File: config.mk
export PLATFORM = sky130hd
export DESIGN_NAME = adcsf_core
export DESIGN_NICKNAME = d
export VERILOG_FILES = /design/src/logic/adcsf_core.v /design/src/logic/adcsf_sync.v /design/src/logic/adcsf_fifo2.v
export VERILOG_INCLUDE_DIRS = /design/src /design/src/logic
export SDC_FILE = /design/constraint.sdc
export NUM_CORES = 1
export LEC_CHECK = 0
export ABC_AREA = 1
export BUFFER_PORTS_ARGS = -buffer_cell sky130_fd_sc_hd__buf_2
export CAP_MARGIN = 20
export CORE_UTILIZATION = 35
export CTS_BUF_LIST = sky130_fd_sc_hd__clkbuf_4
export DETAILED_ROUTE_END_ITERATION = 16
export SETUP_SLACK_MARGIN = 0.3
export SKIP_LAST_GASP = 1
export SYNTH_ARGS = -nofsm -noshare
export SYNTH_HDL_FRONTEND = slang
export SYNTH_HIERARCHICAL = 1
export SYNTH_SLANG_ARGS = --single-unit
File: constraint.sdc
create_clock -name clock_in -period 2.1 [get_ports clock_in]
set_clock_uncertainty 0.15 [all_clocks]
set_input_delay 0.21 -clock clock_in [delete_from_list [all_inputs] [get_ports clock_in]]
set_output_delay 0.21 -clock clock_in [all_outputs]
set_load 0.05 [all_outputs]
File: src/logic/adcsf_defines.vh
// shared constants of the serial frame interface of the converter
`ifndef ADCSF_DEFINES_VH
`define ADCSF_DEFINES_VH

// ----------------------------------------------------------------
// word layout
// ----------------------------------------------------------------
`define ADCSF_RES_BITS      10
`define ADCSF_RES_MSB       9
`define ADCSF_CNT_BITS      4
`define ADCSF_STEP          4'h1
`define ADCSF_BIT_FIRST     4'h0
`define ADCSF_BIT_SAMPLE_END 4'h5
`define ADCSF_BIT_RES_FIRST 4'h6
`define ADCSF_BIT_LAST_DEC  4'hE
`define ADCSF_BIT_LAST      4'hF
`define ADCSF_IDX_MSB       4'h9
`define ADCSF_IDX_LSB       4'h0
`define ADCSF_CODE_ZERO     10'h000
`define ADCSF_CODE_ONE      10'h001

// ----------------------------------------------------------------
// control states
// ----------------------------------------------------------------
`define ADCSF_ST_BITS       3
`define ADCSF_ST_OFF        3'h0
`define ADCSF_ST_MODE       3'h1
`define ADCSF_ST_WAIT       3'h2
`define ADCSF_ST_RESET      3'h3
`define ADCSF_ST_SHIFT      3'h4
`define ADCSF_ST_PDN        3'h5

// ----------------------------------------------------------------
// buffer and synchroniser shape
// ----------------------------------------------------------------
`define ADCSF_BUF_WIDTH     1
`define ADCSF_SYNC_WIDTH    4

`endif

File: src/logic/adcsf_core.v
// serial control and readout of a 10-bit successive-approximation converter
// Operation
// - each conversion yields 10 result bits, shifted out on host clock
// - select high keeps output released and converter powered down
// - select falling samples frame sync: low framed, high three-wire
// - frame sync latched twice; three-wire only if both latches see one
// - framed mode stays powered down until frame sync rises
// - frame sync high on shift-clock fall resets and starts sampling
// - frame sync low starts shifting, first zero bit presented
// - framed sampling ends on the rise driving the sixth zero
// - word holds six leading zeros then the result bits
// - one decision per rise, each bit driven one rise later
// - after the last bit power down; next frame sync wakes it
// - frame sync on sixteenth bit gives back-to-back conversions
// - frame sync high mid-conversion aborts and restarts the cycle
// - select high at any time releases output, powers down, aborts
// - select low in framed mode starts frame sync checks on falls
// - three-wire sampling starts first rise after select falls
// - three-wire powers down on sixteenth fall, wakes on next rise
`timescale 1ns/1ns
`include "adcsf_defines.vh"
module adcsf_core (
  input  wire        clock_in,
  input  wire        resetn_in,
  input  wire        sclk_in,
  input  wire        select_n_in,
  input  wire        frame_sync_in,
  input  wire        compare_in,
  output reg         serial_data_out,
  output reg         serial_data_oe_out,
  output reg         powerdown_out,
  output reg         sample_out,
  output reg         spi_mode_out,
  output reg  [9:0]  dac_code_out,
  output reg  [9:0]  result_out,
  output reg         result_valid_out
);

  // ----------------------------------------------------------------
  // functions
  // ----------------------------------------------------------------
  function [9:0] trial_mask;
    input [3:0] idx;
    begin
      trial_mask = `ADCSF_CODE_ONE << idx;
    end
  endfunction

  // ----------------------------------------------------------------
  // pin synchronisation and edge detection
  // ----------------------------------------------------------------
  wire [3:0] sync_w;
  wire       sclk_s;
  wire       sel_n_s;
  wire       fs_s;
  wire       cmp_s;
  reg        sclk_d_reg;
  reg        sel_n_d_reg;
  wire       sclk_rise;
  wire       sclk_fall;
  wire       sel_fall;

  // select enters inverted so cleared flops read as deselected, no false edge
  adcsf_sync #(
    .WIDTH (`ADCSF_SYNC_WIDTH)
  ) u_sync (
    .clock_in  (clock_in),
    .resetn_in (resetn_in),
    .async_in  ({sclk_in, ~select_n_in, frame_sync_in, compare_in}),
    .sync_out  (sync_w)
  );

  assign sclk_s    = sync_w[3];
  assign sel_n_s   = ~sync_w[2];
  assign fs_s      = sync_w[1];
  assign cmp_s     = sync_w[0];
  assign sclk_rise = sclk_s & ~sclk_d_reg;
  assign sclk_fall = ~sclk_s & sclk_d_reg;
  assign sel_fall  = ~sel_n_s & sel_n_d_reg;

  // select idles high so the first low after reset is an edge
  always @(posedge clock_in or negedge resetn_in) begin
    if (!resetn_in) begin
      sclk_d_reg  <= 1'b0;
      sel_n_d_reg <= 1'b1;
    end else begin
      sclk_d_reg  <= sclk_s;
      sel_n_d_reg <= sel_n_s;
    end
  end

  // ----------------------------------------------------------------
  // state codes
  // ----------------------------------------------------------------
  localparam [2:0] ST_OFF   = `ADCSF_ST_OFF;
  localparam [2:0] ST_MODE  = `ADCSF_ST_MODE;
  localparam [2:0] ST_WAIT  = `ADCSF_ST_WAIT;
  localparam [2:0] ST_RESET = `ADCSF_ST_RESET;
  localparam [2:0] ST_SHIFT = `ADCSF_ST_SHIFT;
  localparam [2:0] ST_PDN   = `ADCSF_ST_PDN;

  // ----------------------------------------------------------------
  // state registers
  // ----------------------------------------------------------------
  reg [2:0] state_reg;
  reg [2:0] state_next;
  reg [3:0] bit_cnt_reg;
  reg [3:0] bit_cnt_next;
  reg [3:0] sar_idx_reg;
  reg [3:0] sar_idx_next;
  reg       fs_first_reg;
  reg       fs_first_next;
  reg       spi_next;
  reg       data_next;
  reg       oe_next;
  reg       pd_next;
  reg       sample_next;
  reg [9:0] dac_next;
  reg [9:0] result_next;
  reg       rvalid_next;

  // ----------------------------------------------------------------
  // decision buffer
  // ----------------------------------------------------------------
  // decided bits wait here one bit period before going out; a full
  // buffer holds the bit counter so no decision is ever dropped
  reg  push;
  reg  pop;
  reg  flush;
  wire buf_in_ready;
  wire buf_out_valid;
  wire buf_out_data;

  adcsf_fifo2 #(
    .WIDTH (`ADCSF_BUF_WIDTH)
  ) u_buf (
    .clock_in      (clock_in),
    .resetn_in     (resetn_in),
    .flush_in      (flush),
    .in_valid_in   (push),
    .in_ready_out  (buf_in_ready),
    .in_data_in    (cmp_s),
    .out_valid_out (buf_out_valid),
    .out_ready_in  (pop),
    .out_data_out  (buf_out_data)
  );

  // ----------------------------------------------------------------
  // next-state logic
  // ----------------------------------------------------------------
  reg [3:0] nxt_bit;
  reg       want_dec;

  always @* begin
    nxt_bit       = bit_cnt_reg + `ADCSF_STEP;
    want_dec      = (nxt_bit >= `ADCSF_BIT_SAMPLE_END) &&
                    (nxt_bit <= `ADCSF_BIT_LAST_DEC);
    state_next    = state_reg;
    bit_cnt_next  = bit_cnt_reg;
    sar_idx_next  = sar_idx_reg;
    fs_first_next = fs_first_reg;
    spi_next      = spi_mode_out;
    data_next     = serial_data_out;
    oe_next       = serial_data_oe_out;
    pd_next       = powerdown_out;
    sample_next   = sample_out;
    dac_next      = dac_code_out;
    result_next   = result_out;
    rvalid_next   = 1'b0;
    push          = 1'b0;
    pop           = 1'b0;
    flush         = 1'b0;
    if (sel_n_s) begin
      state_next  = `ADCSF_ST_OFF;
      oe_next     = 1'b0;
      data_next   = 1'b0;
      pd_next     = 1'b1;
      sample_next = 1'b0;
      flush       = 1'b1;
    end else begin
      case (state_reg)
        ST_OFF: begin
          if (sel_fall) begin
            fs_first_next = fs_s;
            state_next    = `ADCSF_ST_MODE;
          end
        end
        ST_MODE: begin
          spi_next = fs_first_reg & fs_s;
          if (fs_first_reg & fs_s) begin
            oe_next    = 1'b1;
            data_next  = 1'b0;
            state_next = `ADCSF_ST_PDN;
          end else begin
            state_next = `ADCSF_ST_WAIT;
          end
        end
        ST_WAIT: begin
          if (sclk_fall & fs_s) begin
            state_next  = `ADCSF_ST_RESET;
            pd_next     = 1'b0;
            sample_next = 1'b1;
            oe_next     = 1'b1;
            data_next   = 1'b0;
            flush       = 1'b1;
          end
        end
        ST_RESET: begin
          if (sclk_fall & ~fs_s) begin
            state_next   = `ADCSF_ST_SHIFT;
            bit_cnt_next = `ADCSF_BIT_FIRST;
            sar_idx_next = `ADCSF_IDX_MSB;
            dac_next     = trial_mask(`ADCSF_IDX_MSB);
            data_next    = 1'b0;
          end
        end
        ST_SHIFT: begin
          if (sclk_fall & fs_s & ~spi_mode_out) begin
            state_next  = `ADCSF_ST_RESET;
            sample_next = 1'b1;
            data_next   = 1'b0;
            flush       = 1'b1;
          end else if (sclk_fall &&
                       bit_cnt_reg == `ADCSF_BIT_LAST) begin
            state_next = `ADCSF_ST_PDN;
            pd_next    = 1'b1;
          end else if (sclk_rise &&
                       bit_cnt_reg != `ADCSF_BIT_LAST &&
                       (!want_dec || buf_in_ready)) begin
            bit_cnt_next = nxt_bit;
            if (nxt_bit == `ADCSF_BIT_SAMPLE_END) begin
              sample_next = 1'b0;
            end
            if (want_dec) begin
              push = 1'b1;
              if (!cmp_s) begin
                dac_next = dac_code_out & ~trial_mask(sar_idx_reg);
              end
              if (sar_idx_reg != `ADCSF_IDX_LSB) begin
                sar_idx_next = sar_idx_reg - `ADCSF_STEP;
                dac_next = dac_next |
                           trial_mask(sar_idx_reg - `ADCSF_STEP);
              end else begin
                result_next = dac_next;
                rvalid_next = 1'b1;
              end
            end
            if (nxt_bit >= `ADCSF_BIT_RES_FIRST) begin
              pop       = 1'b1;
              data_next = buf_out_valid & buf_out_data;
            end else begin
              data_next = 1'b0;
            end
          end
        end
        ST_PDN: begin
          if (spi_mode_out) begin
            if (sclk_rise) begin
              state_next   = `ADCSF_ST_SHIFT;
              bit_cnt_next = `ADCSF_BIT_FIRST;
              sar_idx_next = `ADCSF_IDX_MSB;
              dac_next     = trial_mask(`ADCSF_IDX_MSB);
              pd_next      = 1'b0;
              sample_next  = 1'b1;
              data_next    = 1'b0;
              flush        = 1'b1;
            end
          end else if (sclk_fall & fs_s) begin
            // frame sync wakes, even on last bit
            state_next  = `ADCSF_ST_RESET;
            pd_next     = 1'b0;
            sample_next = 1'b1;
            oe_next     = 1'b1;
            data_next   = 1'b0;
            flush       = 1'b1;
          end else if (sclk_rise) begin
            // framed output released after the word
            oe_next   = 1'b0;
            data_next = 1'b0;
          end
        end
        default: begin
          state_next = `ADCSF_ST_OFF;
        end
      endcase
    end
  end

  // ----------------------------------------------------------------
  // registers
  // ----------------------------------------------------------------
  // select reaches us through the synchroniser, so release and
  // powerdown follow it within three clocks rather than at once
  always @(posedge clock_in or negedge resetn_in) begin
    if (!resetn_in) begin
      state_reg          <= `ADCSF_ST_OFF;
      bit_cnt_reg        <= `ADCSF_BIT_FIRST;
      sar_idx_reg        <= `ADCSF_IDX_MSB;
      fs_first_reg       <= 1'b0;
      spi_mode_out       <= 1'b0;
      serial_data_out    <= 1'b0;
      serial_data_oe_out <= 1'b0;
      powerdown_out      <= 1'b1;
      sample_out         <= 1'b0;
      dac_code_out       <= `ADCSF_CODE_ZERO;
      result_out         <= `ADCSF_CODE_ZERO;
      result_valid_out   <= 1'b0;
    end else begin
      state_reg          <= state_next;
      bit_cnt_reg        <= bit_cnt_next;
      sar_idx_reg        <= sar_idx_next;
      fs_first_reg       <= fs_first_next;
      spi_mode_out       <= spi_next;
      serial_data_out    <= data_next;
      serial_data_oe_out <= oe_next;
      powerdown_out      <= pd_next;
      sample_out         <= sample_next;
      dac_code_out       <= dac_next;
      result_out         <= result_next;
      result_valid_out   <= rvalid_next;
    end
  end

endmodule

File: src/logic/adcsf_sync.v
// two-flop synchroniser for the pins from outside the clock domain
`timescale 1ns/1ns
module adcsf_sync #(
  parameter WIDTH = 4
) (
  input  wire             clock_in,
  input  wire             resetn_in,
  input  wire [WIDTH-1:0] async_in,
  output wire [WIDTH-1:0] sync_out
);

  reg [WIDTH-1:0] meta_reg;
  reg [WIDTH-1:0] sync_reg;

  // first stage feeds only the second stage
  always @(posedge clock_in or negedge resetn_in) begin
    if (!resetn_in) begin
      meta_reg <= {WIDTH{1'b0}};
      sync_reg <= {WIDTH{1'b0}};
    end else begin
      meta_reg <= async_in;
      sync_reg <= meta_reg;
    end
  end

  assign sync_out = sync_reg;

endmodule

File: src/logic/adcsf_fifo2.v
// two-entry buffer with valid and ready on both sides
`timescale 1ns/1ns
module adcsf_fifo2 #(
  parameter WIDTH = 1
) (
  input  wire             clock_in,
  input  wire             resetn_in,
  input  wire             flush_in,
  input  wire             in_valid_in,
  output wire             in_ready_out,
  input  wire [WIDTH-1:0] in_data_in,
  output wire             out_valid_out,
  input  wire             out_ready_in,
  output wire [WIDTH-1:0] out_data_out
);

  reg [WIDTH-1:0] mem_reg [0:1];
  reg             wr_ptr_reg;
  reg             rd_ptr_reg;
  reg [1:0]       count_reg;
  wire            push;
  wire            pop;

  assign in_ready_out  = (count_reg != 2'h2);
  assign out_valid_out = (count_reg != 2'h0);
  assign out_data_out  = mem_reg[rd_ptr_reg];
  assign push          = in_valid_in & in_ready_out;
  assign pop           = out_ready_in & out_valid_out;

  // storage needs no reset, count and pointers guard it
  always @(posedge clock_in) begin
    if (push) begin
      mem_reg[wr_ptr_reg] <= in_data_in;
    end
  end

  always @(posedge clock_in or negedge resetn_in) begin
    if (!resetn_in) begin
      wr_ptr_reg <= 1'b0;
      rd_ptr_reg <= 1'b0;
      count_reg  <= 2'h0;
    end else if (flush_in) begin
      wr_ptr_reg <= 1'b0;
      rd_ptr_reg <= 1'b0;
      count_reg  <= 2'h0;
    end else begin
      if (push) begin
        wr_ptr_reg <= ~wr_ptr_reg;
      end
      if (pop) begin
        rd_ptr_reg <= ~rd_ptr_reg;
      end
      count_reg <= count_reg + {1'b0, push} - {1'b0, pop};
    end
  end

endmodule

; ---- Word level (Yosys, flattened, before mapping)
; Memory sizes are Yosys's and may differ from the RTL's.
; Cells that the tools add are included.
[word_totals]
regBits = 52
word_cells = 217
mem_bits_rw = 2
in_bits = 6
memories = 1
[op_classes]
mux = 108
n_lt_le_gt_ge = 3
reduce_logical = 23
bitwise_logic = 24
addsub = 4
shifts = 2
n_eq_ne = 33
[mem_list]
columns = memory, depth, word_bits, read_ports, rd_ports_with_merged_regs, wr, line
row1 = u_buf.mem_reg, 2, 1, 1, 0, 1, adcsf_fifo2.v:17  ; reg [WIDTH-1:0] mem_reg [0:1];
[ops]
columns = op, count
row1 = 10-bit two-way mux, 15
row2 = 1-bit two-way mux, 60
row3 = 4-bit two-way mux, 14
row4 = "4-bit inequality test, second input constant", 9
row5 = 10-bit case mux with 3 select lines, 1
row6 = 3-bit two-way mux, 9
row7 = 4-bit case mux with 3 select lines, 2
row8 = "3-bit inequality test, second input constant", 7
row9 = "1-bit by 4-bit << shifter with 10-bit output, first input constant", 2
row10 = "2-bit inequality test, second input constant", 9
row11 = 3-bit case mux with 6 select lines, 1
row12 = 1-bit case mux with 3 select lines, 4
row13 = 1-bit NOT, 11
row14 = 1-bit bitwise AND, 10
row15 = 10-bit bitwise AND, 1
row16 = 10-bit NOT, 1
row17 = 10-bit bitwise OR, 1
row18 = 10-bit AND reduction, 1
row19 = 5-bit AND reduction, 2
row20 = 9-bit AND reduction, 1
row21 = "4-bit by 3-bit >= comparator with 1-bit output, second input constant", 2
row22 = 4-bit AND reduction, 2
row23 = 8-bit AND reduction, 1
row24 = 7-bit AND reduction, 1
row25 = other kinds (23), 30

; ---- Depth between registers and ports, before layout
; Gate-level depths: netlist of run 1.
[logic_depth]
depth_word = 18
ltp_mapped = 18
ltp_nobuf = 18

; ---- Cells and area by module
; The synthesis of run 1 kept the hierarchy.
[by_module_without_submodules]
columns = mod, instances, area_each_um2, cells_per_inst, seq_area_each_um2
row1 = adcsf_core, 1, 2661.3, 373, 1006.0
row2 = adcsf_fifo2, 1, 336.6, 40, 160.2
row3 = adcsf_sync, 1, 200.2, 8, 200.2

; ---- Least setup slack after synthesis of run 1
; Ideal clock, no wire load.
[synth_timing]
path_type = reg-to-reg
startpoint = register bit_cnt_reg[0]
endpoint = register u_buf.count_reg[0]
path_slack_ns = -0.176
arrival_time_ns = 1.998
setup_ns = 0.129
period_less_slack_ns = 2.276
stages_incl_launch_ff = 16
cell_sequence = dfrtp_1 inv_1 ha_1 nand4_1 nand2_1 nand2_2 nand2_1 nand2_2 nor2_1 nand2_2 inv_1 ha_1 inv_1 ha_1 inv_1 nor2_1
[synth_via]
elab_cells_between_ends = 29
classes_between = add/sub (3) / order compare (3) / eq/ne (2) / mux (13) / bitwise (2) / reduce/logical (6)
[synth_rtl]
columns = element, line
row1 = from (decl), adcsf_core.v:107  ; reg [3:0] bit_cnt_reg;
row2 = from (signal assigned), adcsf_core.v:297  ; bit_cnt_reg <= `ADCSF_BIT_FIRST;
row3 = from (signal assigned), adcsf_core.v:310  ; bit_cnt_reg <= bit_cnt_next;
row4 = 4-bit by 1-bit adder with 4-bit output (no line), n/a
row5 = 4-bit by 3-bit >= comparator with 1-bit output (no line) or 4-bit less-or-equal comparator (tied branches), n/a
row6 = 1-bit logical AND, adcsf_core.v:156  ; want_dec = (nxt_bit >= `ADCSF_BIT_SAMPLE_END) &&
row7 = 1-bit logical NOT, adcsf_core.v:229  ; (!want_dec || buf_in_ready)) begin
row8 = 1-bit logical OR, adcsf_core.v:229
row9 = 1-bit logical AND, adcsf_core.v:227  ; end else if (sclk_rise &&
row10 = 1-bit two-way mux, adcsf_core.v:227
row11 = 1-bit two-way mux (*), adcsf_core.v:223  ; end else if (sclk_fall &&
row12 = 1-bit two-way mux (*), adcsf_core.v:218  ; if (sclk_fall & fs_s & ~spi_mode_out) begin
row13 = 1-bit two-way mux (*), adcsf_core.v:181  ; case (state_reg)
row14 = 1-bit two-way mux (*), adcsf_core.v:173  ; if (sel_n_s) begin
row15 = net pop, adcsf_core.v:128  ; reg pop;
row16 = 1-bit bitwise AND (*), adcsf_fifo2.v:28  ; assign pop = out_ready_in & out_valid_out;
row17 = 2-bit by 1-bit subtractor with 2-bit output (*), adcsf_fifo2.v:53  ; count_reg <= count_reg + {1'b0, push} - {1'b0, pop};
row18 = 2-bit two-way mux (*), adcsf_fifo2.v:42  ; end else if (flush_in) begin
row19 = to (signal assigned), adcsf_fifo2.v:53
row20 = to (decl), adcsf_fifo2.v:20  ; reg [1:0] count_reg;
; The timed path passes the listed nets; every way through them passes the cells marked *.
; A chain may end at the register's enable or synchronous reset.

; ---- Worst setup path in the final report of run 1
[layout_timing]
startpoint = register bit_cnt_reg[0]
endpoint = register u_buf.count_reg[1]
; Same word-level chain as after synthesis.

==> results.toml, run 1 <==
[drt]
wl_per_cell_um = 13.3
via_per_inst = 4.90
num_vias = 3054
drt_first_pass_iters = 5
first_iter_violations = 237
drt.antenna.violating_nets = 0
remaining_drc_errors = 0
drt-total-wl_um = 8280

[placement]
dp_cells = 590
gp_congestion = 0.916
dp_hpwl_um = 5840
numPortBuffers = 31
placed_area_um2 = 3780

[power_and_ir_drop]
ir_drop_mv = 0.345
p_per_area_nw_per_um2 = 949
finalPower_mw = 4.12
leakagePower_nw = 2.23

[sta]
setup_viol = 5
rsz0062_at_grt = "true"
finalSetupTns_ns = -0.265
fmax_mhz = 456
slew_violations = 0
finalCriticalPeriod_ns = 2.19
layout_setup_ws_ns = -0.0948
tightest_slew_ns = 0.563
hold_viol = 0
max_slew_margin_pct = 62.5
hold_ws_ns = 0.183
period_share_pct = 105

[logic_synthesis]
async_flop_share_pct = 96.3
yosysTopAreaCell = "dfrtp_1"
yosys_register_bits = 54
netlist_area_um2 = 3200
synth-edff-count = 2
synth_top_area_share_pct = 37.6
ys_seq_area_share_pct = 42.7
yosys_warnings = 6
ys_top_cells_by_area = "dfrtp_1 38%, nand2_1 17%, inv_1 5.9%"
synth_nets = 439
synthCells = 421
synth_flop_cell = "dfrtp_1"
synth.distinct_cells = 32
synth.avg_cell_area_um2 = 7.60

[final_layout]
num-nets-final = 532
area_growth_pct = 35.9
reg.largest.list = "dac_code_out: 10 flops, result_out: 10 flops"
fin_area_um2 = 4350
final_common_cell = "nand2_1"
drive_above_1_share_pct = 40.8
layout_common_cells = "112 x nand2_1, 45 x dfrtp_1, 45 x buf_4"
instances_no_fill = 623
diodes = 0
fill_cells = 846

[worst_setup_path]
cpMaxStageDelayCell = "dfrtp_2"
cp_max_fo = 5
endpoint_kind = "register"
crit_family = "simple AND/OR/NAND/NOR gates"
crit_arrival_ns = 2.34
crit_chain = "inv_2 -> ha_4 -> nand4_1 -> nand2_2 -> nand2_2 -> nand2_2 -> nand2_2 -> nor2_4 -> nand2_2 -> inv_2 -> ha_4 -> inv_4 -> ha_4 -> nand3_2 -> nand2_1 -> nor2_1"
worstSetupStartpointType = "register"
cpMostUsedCell = "nand2_2"
path_buf_inv = 3
worst_path_largest_cell_delay_ns = 0.47
critical_path_required_ns = 2.25
critPathKind = "register to register"

[grt]
grt_pass1_wl_um = 13600
grt_max_degree = 31
antenna_found_initial = 0
grt_pass1_vias = 2828
grt_usage_pct = 17.5
grt_overflow_total = 0

[flow_run]
drv_cap = 0

[status]
violations = "negative setup slack"
outcome = "finished with violations"

[floorplan]
io_pins = 32
start_util_pct = 36.5
die_w_um = 97.6
rows = 34
fp.dieArea_um2 = 9520
coreArea_um2 = 8760
die_h_um = 97.6

[worst_hold_path]
min_path_type = "input pin to asynchronous set/reset pin"

[clocking]
clock_latency_ns = 0.38
cts_buffers = 5
clkTransAtPathRegs_ns = 0.17
cts-htree-levels = 2
cts_tree = "yes"
cts_root_buf = "clkbuf_4"
clk_path_buf_depth = 2
cts.sink_count = 54
-- power breakdown --
group	total, mW	switching [mW]	internal (mW)
Clock	0.509	0.365	0.144
Sequential	1.35	0.131	1.22
Combinational	2.27	1.47	0.798
Total	4.12	1.97	2.16
-- cell usage after synthesis, types with 5 or more instances --
cell,count
nand2_1,143
dfrtp_1,48
a21oi_1,9
o21ai_2,7
o21ai_0,13
nor2_2,5
inv_2,10
nand2_2,12
nor2_1,29
ha_1,12
inv_1,50
nand3_2,7
nand4_1,15
nor3_1,6
nand3_1,24
-- metrics by stage --
step	utilization (%)	setup slack (ns)
detailed placement	43.2	-0.257
global placement	43.2	-0.146
CTS	48.4	-0.0904
global route	49.6	-0.225
finish	49.6	-0.0948
floorplan	-	-0.150
-- path summary, 6_finish.rpt --
kind                                               from                            to  slack (ns)  depth (start not counted)
max reg2reg                  bit_cnt_reg[0]$_DFFE_PN0P_  u_buf/count_reg[1]$_DFF_PN0_       -0.09                         16
min reg2reg                u_sync/meta_reg[1]$_DFF_PN0_  u_sync/sync_out[1]$_DFF_PN0_        0.22                          0
max                          bit_cnt_reg[0]$_DFFE_PN0P_  u_buf/count_reg[1]$_DFF_PN0_       -0.09                         16
max in group asynchronous                     resetn_in     powerdown_out$_DFFE_PN1P_        1.00                          3
min in group clock_in      u_sync/meta_reg[1]$_DFF_PN0_  u_sync/sync_out[1]$_DFF_PN0_        0.22                          0
min                                           resetn_in  u_buf/count_reg[1]$_DFF_PN0_        0.18                          2
-- timing repair --
action                                  CTS  global route
endpoints found under the hold margin    25             0
gates cloned                              3             0
hold buffers                              5             0
setup buffers                            13             4
pin swaps                                20            16
gates resized for setup                  52            27
endpoints found under the setup margin   40            41
-- cell families (layout without fill, tap and decap cells) --
| family | after synthesis | after routing | synth area share [%] |
|---|---|---|---|
| AO/OA/AOI/OAI | 39 | 39 | 7.59 |
| adder cells (fa/ha/maj) | 12 | 12 | 4.69 |
| buffers and inverters | 68 | 159 | 9.31 |
| flip-flops | 54 | 54 | 42.7 |
| AND/OR/NAND/NOR | 248 | 251 | 35.7 |
-- layer usage --
| metal | GRT usage, % | wire (um) |
|---|---|---|
| met1 | 25.3 | 3860 |
| met2 | 27.7 | 4000 |
| met3 | 2.30 | 332 |
| met4 | 4.52 | 86 |
| met5 | 0 | 0 |
-- final cells by class --
cell class | instances | area, um^2 | area share [%]
clock buffer | 5 | 37.5 | 0.864
multi-input combinational | 302 | 1870 | 42.9
timing repair buffer | 89 | 659 | 15.2
tap | 108 | 135 | 3.11
clock inverter | 3 | 28.8 | 0.662
sequential | 54 | 1370 | 31.5
inverter | 62 | 249 | 5.73
No activity file was read; power rests on OpenSTA's default activity.
==> inputs of run 2 (changes only) <==
- CORE_MARGIN: not set -> 2
- CORE_UTILIZATION: 35 -> 55
- PLACE_DENSITY: not set -> 0.78
==> run 2 against run 1 <==
The flow still finishes with violations (negative setup slack). Wire length rose by 0.51%. Design area is 2.1% lower. Core utilization increased by 27 points. Final cell count decreased by 6.6%. Clock-buffer cell count is 1 higher. First-iteration DRC count is 22% higher. Via count is 3.6% higher. Non-clock buffer count decreased by 4. Critical endpoint unchanged. Largest power group unchanged. Highest routed layer unchanged.
==> results.toml, run 2 (synthesis gave the netlist of run 1 again) <==
[flow_run]
drv_cap = 0

[worst_hold_path]
min_path_type = "input pin to asynchronous set/reset pin"

[clocking]
cts.sink_count = 54
clk_path_buf_depth = 2
cts-htree-levels = 2
cts_tree = "yes"
cts_buffers = 5
clkTransAtPathRegs_ns = 0.17
clock_latency_ns = 0.39
cts_root_buf = "clkbuf_4"

[drt]
via_per_inst = 5.44
drt-total-wl_um = 8330
drt.antenna.violating_nets = 0
num_vias = 3165
first_iter_violations = 289
wl_per_cell_um = 14.3
remaining_drc_errors = 0
drt_first_pass_iters = 5

[final_layout]
postLayoutCoreUtil_pct = 76.3
layout_common_cells = "117 x nand2_1, 44 x dfrtp_1, 42 x buf_4"
area_growth_pct = 33.0
drive_above_1_share_pct = 40.2
diodes = 0
final_common_cell = "nand2_1"
num-nets-final = 527
reg.largest.list = "dac_code_out: 10 flops, result_out: 10 flops"

[grt]
grt_overflow_total = 0
grt_usage_pct = 27.4
grt_pass1_wl_um = 13700
grt_max_degree = 28
grt_pass1_vias = 2917
antenna_found_initial = 0

[floorplan]
die_h_um = 80.3
fp.dieArea_um2 = 6440
die_w_um = 80.3
rows = 27
start_util_pct = 57.4
io_pins = 32
coreArea_um2 = 5570

[sta]
slew_violations = 0
tightest_slew_ns = 0.610
layout_setup_ws_ns = -0.130
period_share_pct = 106
max_slew_margin_pct = 59.3
hold_ws_ns = 0.195
setup_viol = 9
rsz0062_at_grt = "true"
finalCriticalPeriod_ns = 2.23
fmax_mhz = 448
hold_viol = 0

[worst_setup_path]
critPathKind = "register to register"
crit_arrival_ns = 2.39
critical_path_required_ns = 2.26
cpMostUsedCell = "nand2_2"
cp_max_fo = 4
endpoint_kind = "register"
crit_chain = "inv_2 -> ha_4 -> nand4_1 -> nand2_1 -> nand2_2 -> nand2_2 -> nand2_2 -> nor2_4 -> nand2_2 -> inv_2 -> ha_4 -> inv_4 -> ha_4 -> nand3_2 -> nand2_2 -> nor2_2"
worst_path_largest_cell_delay_ns = 0.45
worstSetupStartpointType = "register"
cpMaxStageDelayCell = "dfrtp_2"

[placement]
dp_hpwl_um = 5630
pre_cts_slack_ns = -0.253
numPortBuffers = 31
gp_congestion = 0.945

[status]
violations = "negative setup slack"
outcome = "finished with violations"

[power_and_ir_drop]
leakagePower_nw = 2.17
ir_drop_mv = 0.760
finalPower_mw = 4.09
p_per_area_nw_per_um2 = 962
==> run 2: cell count changes in the layout (fill, tap and decap cells not counted), moves of 2 or more <==
cell      delta
nand2_1      +5
buf_4        -3
nand2_2      -3
nand2_4      -3
o21ai_0      -3
o21ai_1      +3
clkinv_4     -2
nor2_1       -2
nor2_2       +2
==> run 2: repair_timing <==
action | CTS | global route
cloned | 2 | 0
resized for setup | 47 | 36
endpoints found under the hold margin | 26 | 0
pin swaps | 26 | 20
hold buffers | 5 | 0
setup endpoints to repair | 40 | 41
buffers inserted | 9 | 6
==> run 2: layout make-up <==
| cell class | count | area [um^2] |
|---|---|---|
| sequential | 54 | 1370 |
| clock buffer | 6 | 45.0 |
| multi-input combinational | 301 | 1850 |
| tap | 72 | 90.1 |
| clock inverter | 2 | 16.3 |
| inverter | 62 | 251 |
| fill | 400 | 1320 |
| timing repair buffer | 85 | 626 |
==> run 2: through the flow <==
step                TNS (ns)  area (um^2)  std cells
floorplan             -0.291         3260        421
global placement      -0.209         3720        552
detailed placement    -0.693         3720        552
CTS                   -0.182         4110        576
global route           -4.32         4250        582
finish                -0.540         4250        582
==> run 2: power by group <==
group	internal (mW)	switching, mW	leakage (nW)	total [mW]
clock network	0.149	0.350	0.0323	0.499
registers	1.22	0.148	0.693	1.37
logic	0.762	1.46	1.44	2.23
==> run 2: worst paths after layout <==
| kind | from | depth (start not counted) | end | slack (ns) |
|---|---|---|---|---|
| min in group clock_in | u_sync/meta_reg[3]$_DFF_PN0_ | 0 | u_sync/sync_out[3]$_DFF_PN0_ | 0.22 |
| max in group asynchronous | resetn_in | 3 | sel_n_d_reg$_DFF_PN1_ | 0.97 |
| min reg2reg | u_sync/meta_reg[3]$_DFF_PN0_ | 0 | u_sync/sync_out[3]$_DFF_PN0_ | 0.22 |
| max | bit_cnt_reg[1]$_DFFE_PN0P_ | 16 | u_buf/count_reg[1]$_DFF_PN0_ | -0.13 |
| min | resetn_in | 2 | dac_code_out[8]$_DFFE_PN0P_ | 0.20 |
| max reg2reg | bit_cnt_reg[1]$_DFFE_PN0P_ | 16 | u_buf/count_reg[1]$_DFF_PN0_ | -0.13 |
==> run 2: layer usage <==
layer / wire [um] / part of all wire (%) / vias to the layer above / track usage (%)
met5: 0 / 0 / - / 0
met4: 146 / 1.8 / 0 / 8.31
met3: 567 / 6.8 / 17 / 4.72
met2: 4010 / 48 / 132 / 43.0
met1: 3600 / 43 / 1496 / 38.9
li1: - / - / 1520 / -
==> run 2: critical path: cells and delay by family, from the launching register on <==
| family | cells | cell delay [ns] |
|---|---|---|
| and+or+nand+nor | 10 | 0.79 |
| adders and majority gates | 3 | 0.60 |
| DFF | 1 | 0.45 |
| buffers and inverters | 3 | 0.19 |
